`src/dcai_map.vh`:
```
// command, address, bank and mode-register constants for the ddr2 input block
`ifndef DCAI_MAP_VH
`define DCAI_MAP_VH
`define DCAI_ADDR_W 14
`define DCAI_ADDR_W16 13
`define DCAI_BANK_W 3
`define DCAI_NBANK 8
`define DCAI_AP_BIT 10
`define DCAI_CMD_LMR 3'h0
`define DCAI_CMD_REF 3'h1
`define DCAI_CMD_PRE 3'h2
`define DCAI_CMD_ACT 3'h3
`define DCAI_CMD_WR 3'h4
`define DCAI_CMD_RD 3'h5
`define DCAI_CMD_NOP 3'h7
`define DCAI_MR_NUM 4
`endif

```
`src/dcai_sync.v`:
```
// two-flop synchroniser for a bundle of pin levels
`timescale 1ns/1ps
module dcai_sync #(
  parameter W = 1
) (
  input wire CLK, // system clock
  input wire SYS_RST, // synchronous reset, active high
  input wire [W-1:0] D, // asynchronous levels
  output reg [W-1:0] Q // synchronised levels
);
  reg [W-1:0] meta_r;
  always @(posedge CLK) begin
    if (SYS_RST) begin
      meta_r <= {W{1'b0}};
      Q <= {W{1'b0}};
    end else begin
      meta_r <= D;
      Q <= meta_r;
    end
  end
endmodule // dcai_sync

```
`src/dcai_top.v`:
```
// ddr2 command, address and cke input decoder, device side
`timescale 1ns/1ps
`include "dcai_map.vh"
module dcai_top (
  input wire CLK, // 40 MHz system clock
  input wire SYS_RST, // synchronous reset, active high
  input wire CK, // memory clock, true side
  input wire CK_N, // memory clock, complement side
  input wire CKE, // clock enable pin
  input wire CS_N, // chip select, active low
  input wire RAS_N, // row strobe, active low
  input wire CAS_N, // column strobe, active low
  input wire WE_N, // write enable, active low
  input wire ODT, // termination enable pin
  input wire [2:0] BA, // bank address
  input wire [13:0] A, // address bus
  output reg [2:0] CMD, // decoded command code
  output reg CMD_VLD, // one-cycle pulse per accepted command other than nop
  output reg [2:0] BANK, // bank the command targets
  output reg [13:0] ROW, // row captured on activate
  output reg [13:0] COL, // column captured on read or write
  output reg AUTO_PRE, // auto-precharge flag of read or write
  output reg PRE_ALL, // precharge applies to all banks
  output reg [7:0] OPEN_BANKS, // bank has an open row
  output reg [1:0] MR_SEL, // mode register written on load mode
  output reg [13:0] MR_OPCODE, // op-code of last load mode
  output reg [3:0] MR_WR, // one-cycle write strobe per mode register
  output reg CLK_EN, // internal clocking enabled
  output reg PD_PRE, // precharge power-down
  output reg PD_ACT, // active power-down
  output reg SELF_REF, // self refresh
  output reg CMD_BUF_EN, // command and address receivers enabled
  output reg CK_BUF_EN, // clock and odt receivers enabled
  output reg ODT_EN, // registered termination enable
  output reg RD_EDGE // pulse on each CK crossing for read data timing
);
////////////////////////////////////////////////////////////////////////
  localparam ST_ACT = 4'h1;
  localparam ST_PPD = 4'h2;
  localparam ST_APD = 4'h4;
  localparam ST_SR = 4'h8;

  function [2:0] dcai_decode;
    input ras_n;
    input cas_n;
    input we_n;
    begin
      dcai_decode = {ras_n, cas_n, we_n};
    end
  endfunction

  // one-hot write strobe for the mode register picked by the bank bits
  function [3:0] dcai_mr_onehot;
    input [1:0] sel;
    begin
      dcai_mr_onehot = 4'h1 << sel;
    end
  endfunction

  wire [10:0] sync_q;
  dcai_sync #(.W(11)) u_sync (
    .CLK(CLK),
    .SYS_RST(SYS_RST),
    .D({CK, CK_N, CKE, CS_N, RAS_N, CAS_N, WE_N, ODT, BA}),
    .Q(sync_q)
  );
  wire ck_s = sync_q[10];
  wire ckn_s = sync_q[9];
  wire cke_s = sync_q[8];
  wire cs_n_s = sync_q[7];
  wire ras_s = sync_q[6];
  wire cas_s = sync_q[5];
  wire we_s = sync_q[4];
  wire odt_s = sync_q[3];
  wire [2:0] ba_s = sync_q[2:0];
  reg ck_prev_r;
  // one-hot power state; only the active state lets commands through
  reg [3:0] state_r;
  reg [3:0] state_nxt;
////////////////////////////////////////////////////////////////////////
  // the address bundle is taken from a separate synchroniser so the
  // bus width stays exact; sampling is qualified by the crossing below
  // x16 parts use only 13 address bits: the top input must be held low
  // there, or row, column and op-code pick up a stray bit
  wire [13:0] a_sync;
  dcai_sync #(.W(14)) u_sync_a (
    .CLK(CLK),
    .SYS_RST(SYS_RST),
    .D(A),
    .Q(a_sync)
  );
  // rising crossing: CK went high while CK# is low
  // a crossing is seen once per ck period, so no command is taken twice
  wire pos_x = ck_s & ~ck_prev_r & ~ckn_s;
  wire neg_x = ~ck_s & ck_prev_r;
  wire in_buf_on = (state_r == ST_ACT);
  wire [2:0] code = dcai_decode(ras_s, cas_s, we_s);
  // cs high masks every command; receivers off in low-power states
  wire cmd_take = pos_x & in_buf_on & cke_s & ~cs_n_s;
  wire all_idle = (OPEN_BANKS == 8'h00);
  wire sr_req = (code == `DCAI_CMD_REF);

  always @* begin
    state_nxt = state_r;
    case (state_r)
      ST_ACT: begin
        // entry is judged on the crossing that registers CKE low
        if (pos_x & ~cke_s) begin
          if (!all_idle)
            state_nxt = ST_APD;
          else if (~cs_n_s & sr_req)
            state_nxt = ST_SR;
          else
            state_nxt = ST_PPD;
        end
      end
      ST_PPD, ST_APD: begin
        if (pos_x & cke_s)
          state_nxt = ST_ACT;
      end
      ST_SR: begin
        // clock may be stopped; exit follows the pin level alone
        if (cke_s)
          state_nxt = ST_ACT;
      end
      default: state_nxt = ST_ACT;
    endcase
  end
////////////////////////////////////////////////////////////////////////
  always @(posedge CLK) begin
    if (SYS_RST) begin
      ck_prev_r <= 1'b0;
      state_r <= ST_ACT;
      CMD <= `DCAI_CMD_NOP;
      CMD_VLD <= 1'b0;
      BANK <= 3'h0;
      ROW <= 14'h0000;
      COL <= 14'h0000;
      AUTO_PRE <= 1'b0;
      PRE_ALL <= 1'b0;
      OPEN_BANKS <= 8'h00;
      MR_SEL <= 2'h0;
      MR_OPCODE <= 14'h0000;
      MR_WR <= 4'h0;
      CLK_EN <= 1'b0;
      PD_PRE <= 1'b0;
      PD_ACT <= 1'b0;
      SELF_REF <= 1'b0;
      CMD_BUF_EN <= 1'b1;
      CK_BUF_EN <= 1'b1;
      ODT_EN <= 1'b0;
      RD_EDGE <= 1'b0;
    end else begin
      ck_prev_r <= ck_s;
      state_r <= state_nxt;
      CMD_VLD <= 1'b0;
      MR_WR <= 4'h0;
      // both crossings are passed on as they come: read timing built on them
      // holds only with the delay-locked loop on, and both byte lanes share it
      RD_EDGE <= pos_x | neg_x;
      CLK_EN <= (state_nxt == ST_ACT);
      PD_PRE <= (state_nxt == ST_PPD);
      PD_ACT <= (state_nxt == ST_APD);
      SELF_REF <= (state_nxt == ST_SR);
      CMD_BUF_EN <= (state_nxt == ST_ACT);
      CK_BUF_EN <= (state_nxt != ST_SR);
      if (pos_x && state_nxt != ST_SR)
        ODT_EN <= odt_s;
      if (cmd_take) begin
        CMD <= code;
        CMD_VLD <= (code != `DCAI_CMD_NOP);
        BANK <= ba_s;
        case (code)
          `DCAI_CMD_ACT: begin
            ROW <= a_sync;
            OPEN_BANKS[ba_s] <= 1'b1;
          end
          `DCAI_CMD_RD, `DCAI_CMD_WR: begin
            COL <= a_sync;
            AUTO_PRE <= a_sync[`DCAI_AP_BIT];
            // the bank is marked closed at once, not after the burst: this map
            // tracks only what the command bus has asked for
            if (a_sync[`DCAI_AP_BIT])
              OPEN_BANKS[ba_s] <= 1'b0;
          end
          `DCAI_CMD_PRE: begin
            PRE_ALL <= a_sync[`DCAI_AP_BIT];
            if (a_sync[`DCAI_AP_BIT])
              OPEN_BANKS <= 8'h00;
            else
              OPEN_BANKS[ba_s] <= 1'b0;
          end
          `DCAI_CMD_LMR: begin
            MR_SEL <= ba_s[1:0];
            MR_OPCODE <= a_sync;
            MR_WR <= dcai_mr_onehot(ba_s[1:0]);
          end
          default: begin
          end
        endcase
      end
    end
  end
endmodule // dcai_top

```
`config.mk`:
```
export PLATFORM = sky130hd
export DESIGN_NAME = dcai_top
export DESIGN_NICKNAME = d
export VERILOG_FILES = /design/src/dcai_sync.v /design/src/dcai_top.v
export VERILOG_INCLUDE_DIRS = /design/src
export SDC_FILE = /design/constraint.sdc
export NUM_CORES = 1
export LEC_CHECK = 0
export ABC_AREA = 1
export BUFFER_PORTS_ARGS = -buffer_cell sky130_fd_sc_hd__buf_2
export CORE_MARGIN = 10
export CORE_UTILIZATION = 56
export CTS_BUF_LIST = sky130_fd_sc_hd__clkbuf_8
export CTS_CLUSTER_DIAMETER = 60
export DETAILED_ROUTE_END_ITERATION = 12
export PLACE_DENSITY = 0.82
export SLEW_MARGIN = 10
export SYNTH_ARGS = -nofsm -noshare
export SYNTH_HDL_FRONTEND = slang
export SYNTH_SLANG_ARGS = --single-unit
```
`constraint.sdc`:
```
create_clock -name CLK -period 2.14 [get_ports CLK]
set_clock_uncertainty 0.15 [all_clocks]
set_input_delay 0.428 -clock CLK [delete_from_list [all_inputs] [get_ports CLK]]
set_output_delay 0.428 -clock CLK [all_outputs]
set_load 0.01 [all_outputs]
```
==> flow_metrics.env <==
export IMPL_grt_use_met2_pct=26.4
export IMPL_vias=3919
export IMPL_status="finished, final reports clean"
export IMPL_fmax_mhz=503
export IMPL_p_seq_share_pct=51.2
export IMPL_clkSinkCount=127
export IMPL_setup_viol=0
export IMPL_synthMostInstantiatedCell="inv_1"
export IMPL_p_leak_uw=0.00286
export IMPL_grt_use_total_pct=16.7
export IMPL_synthesis_instances=627
export IMPL_area_growth_pct=20.6
export IMPL_fin_area_sq_um=5670
export IMPL_dp_slack_ns=0.0889
export IMPL_finalCriticalPeriod_ns=1.99
export IMPL_io_pins=100
export IMPL_cts_clk_slew_worst_paths_ns=0.08
export IMPL_syn_avg_cell_area_sq_um=7.49
export IMPL_synth_edf_count=0
export IMPL_cts_root_buffer="clkbuf_8"
export IMPL_seq_area_frac_synth_pct=54.1
export IMPL_routedWlPerCell_um=12.3
export IMPL_viasPerCell=4.64
export IMPL_ctsHoldBuffers=0
export IMPL_layout_drive_gt1_share_pct=20.7
export IMPL_antenna_found_initial=0
export IMPL_synth_top_area_share_pct=54.1
export IMPL_synth_seq_cells=127
export IMPL_end_kind="register"
export IMPL_drv_cap=0
export IMPL_dr_pass1_iters=6
export IMPL_cts_tree="done"
export IMPL_grt_pass1_wl_um=17300
export IMPL_crit_required_ns=2.30
export IMPL_netlist_top_cells_count="141 x inv_1, 129 x nor2_1, 127 x dfxtp_1"
export IMPL_combPwrFrac_pct=4.1
export IMPL_cts_buffers=17
export IMPL_grt_max_degree=61
export IMPL_dieArea_sq_um=12500
export IMPL_dp_hpwl_um=7620
export IMPL_grt_pass1_vias=3810
export IMPL_hp_class="in2reg"
export IMPL_whs_ns=0.0380
export IMPL_start_util_pct=57.5
export IMPL_clock_path_buffers=2
export IMPL_synth_largest_area_cell="dfxtp_1"
export IMPL_portBuffers=99
export IMPL_nNetsFinal=753
export IMPL_place_gp_congestion=0.898
export IMPL_setup_ws_ns=0.151
export IMPL_p_clk_share_pct=44.7
export IMPL_syn_nets=654
export IMPL_powerDensity_nw_per_um2=842
export IMPL_yosys_warnings=0
export IMPL_clk_latency_ns=0.43
export IMPL_syn_area_sq_um=4700
export IMPL_drtIter0Drc=249
export IMPL_grt_overflow_total=0
export IMPL_gr_max_usage_layer="met2"
export IMPL_fp_dieH_um=112
export IMPL_criticalPathCategory="reg2reg"
export IMPL_insertedDiodeCount=0
export IMPL_power_switching_uw=1070
export IMPL_met1_usage_pct=18.9
export IMPL_synth_area_leaders="dfxtp_1 54%, inv_1 11%, nor2_1 10%"
export IMPL_p_total_uw=4770
export IMPL_final_hold_viol_count=0
export IMPL_htree_levels=4
export IMPL_worst_pin_slew_ns=0.550
export IMPL_slew_viol_final=0
export IMPL_p_int_uw=3700
export IMPL_yosysUniqueCellTypes=28
export IMPL_synth_top_flop_cell="dfxtp_1"
export IMPL_die_x_um=112
export IMPL_coreArea_sq_um=8180
export IMPL_post_dp_cell_area_sq_um=5240
export IMPL_drcViolationCount=0
export IMPL_slew_headroom_pct=63.3
export IMPL_critical_path_arrival_ns=2.15
export IMPL_path_max_fanout=16
export IMPL_async_flop_share_pct=0
export IMPL_rows=33
export IMPL_use_met3_pct=6.17
export IMPL_ant_nets=0
export IMPL_rsz0062_at_grt="yes"
export IMPL_drt_total_wl_um=10400
export IMPL_peakVddDrop_uv=444
export IMPL_p_sw_share_pct=22.5
export IMPL_post_route_period_util_pct=92.9
export IMPL_start_kind="register"
export IMPL_setup_tns_ns=0
-- per-layer routing --
| layer | vias up | part of all wire, % |
|---|---|---|
| li1 | 2054 | - |
| met1 | 1694 | 43 |
| met2 | 145 | 46 |
| met3 | 26 | 7.0 |
| met4 | 0 | 3.2 |
| met5 | - | 0 |
-- flip-flops by register name, indices dropped and copies added, names as in the netlist, 8 cells and up --
register / cells
ROW: 14
u_sync_a.meta_r: 14
MR_OPCODE: 14
u_sync.meta_r: 11
OPEN_BANKS: 8
COL: 14
u_sync_a.Q: 14
u_sync.Q: 11
-- layout by cell type (no fill, tap or decap), drive strengths merged --
| master | synthesis | final |
|---|---|---|
| dfxtp | 127 | 127 |
| clkinvlp | 0 | 2 |
| nand3b | 2 | 2 |
| nand4 | 5 | 5 |
| clkinv | 2 | 10 |
| o21bai | 8 | 8 |
| nand2 | 84 | 84 |
| bufinv | 0 | 3 |
| nand3 | 36 | 36 |
| nor3 | 10 | 10 |
| a21oi | 10 | 10 |
| inv | 144 | 144 |
| buf | 15 | 104 |
| o21ai | 41 | 41 |
| o22ai | 1 | 1 |
| nor2 | 133 | 133 |
| clkbuf | 9 | 19 |
-- what timing repair did --
item	in CTS	in global routing
setup endpoints to repair	0	8
setup buffers	0	0
resized for setup	0	1
-- layout make-up --
type                            instances  area [sq um]
Clock inverter                         13           164
Timing Repair Buffer                  104           533
Clock buffer                           19           262
Tap cell                              105           131
Inverter                              146           549
Fill cell                             655          2510
Multi-Input combinational cell        330          1480
Sequential cell                       127          2540
-- final timing paths --
| kind | startpoint | end | slack, ns | cells past startpoint |
|---|---|---|---|---|
| setup / recovery | ck_prev_r$_SDFF_PP0_ | MR_OPCODE[1]$_SDFFE_PP0N_ | 0.15 | 6 |
| setup reg to reg | ck_prev_r$_SDFF_PP0_ | MR_OPCODE[1]$_SDFFE_PP0N_ | 0.15 | 6 |
| hold / removal | CK_N | u_sync.meta_r[9]$_SDFF_PP0_ | 0.04 | 3 |
| hold reg to reg | u_sync_a.meta_r[0]$_SDFF_PP0_ | u_sync_a.Q[0]$_SDFF_PP0_ | 0.25 | 2 |
-- cells by family after synthesis --
logic type             synth area share, %
flip-flops                            54.1
buffers and inverters                 14.4
AND/OR/NAND/NOR                       24.7
AO/OA/AOI/OAI                         6.84
-- metrics by stage --
step / utilization (%) / cells
after floorplan: - / 627
after global placement: 64.1 / 812
after detailed placement: 64.1 / 812
after CTS: 69.3 / 844
after global routing: 69.3 / 844
final: 69.3 / 844
-- power groups by stage --
stage / registers (uW) / clock network [uW] / logic, uW
2_1_floorplan: 2490 / 0 / 131
3_3_place_gp: 2500 / 0 / 187
3_5_place_dp: 2500 / 0 / 193
4_1_cts: 2440 / 2170 / 194
5_1_grt: 2450 / 2280 / 223
6_report: 2440 / 2130 / 194
-- critical path, stage by stage, from the launching register on --
cell	delay [ns]
dfxtp_1	0.34
nor3_4	0.23
nand2_2	0.10
nor2_2	0.34
nand3_2	0.39
nand3_1	0.21
o21ai_0	0.10
No activity file was read; power rests on OpenSTA's default activity.
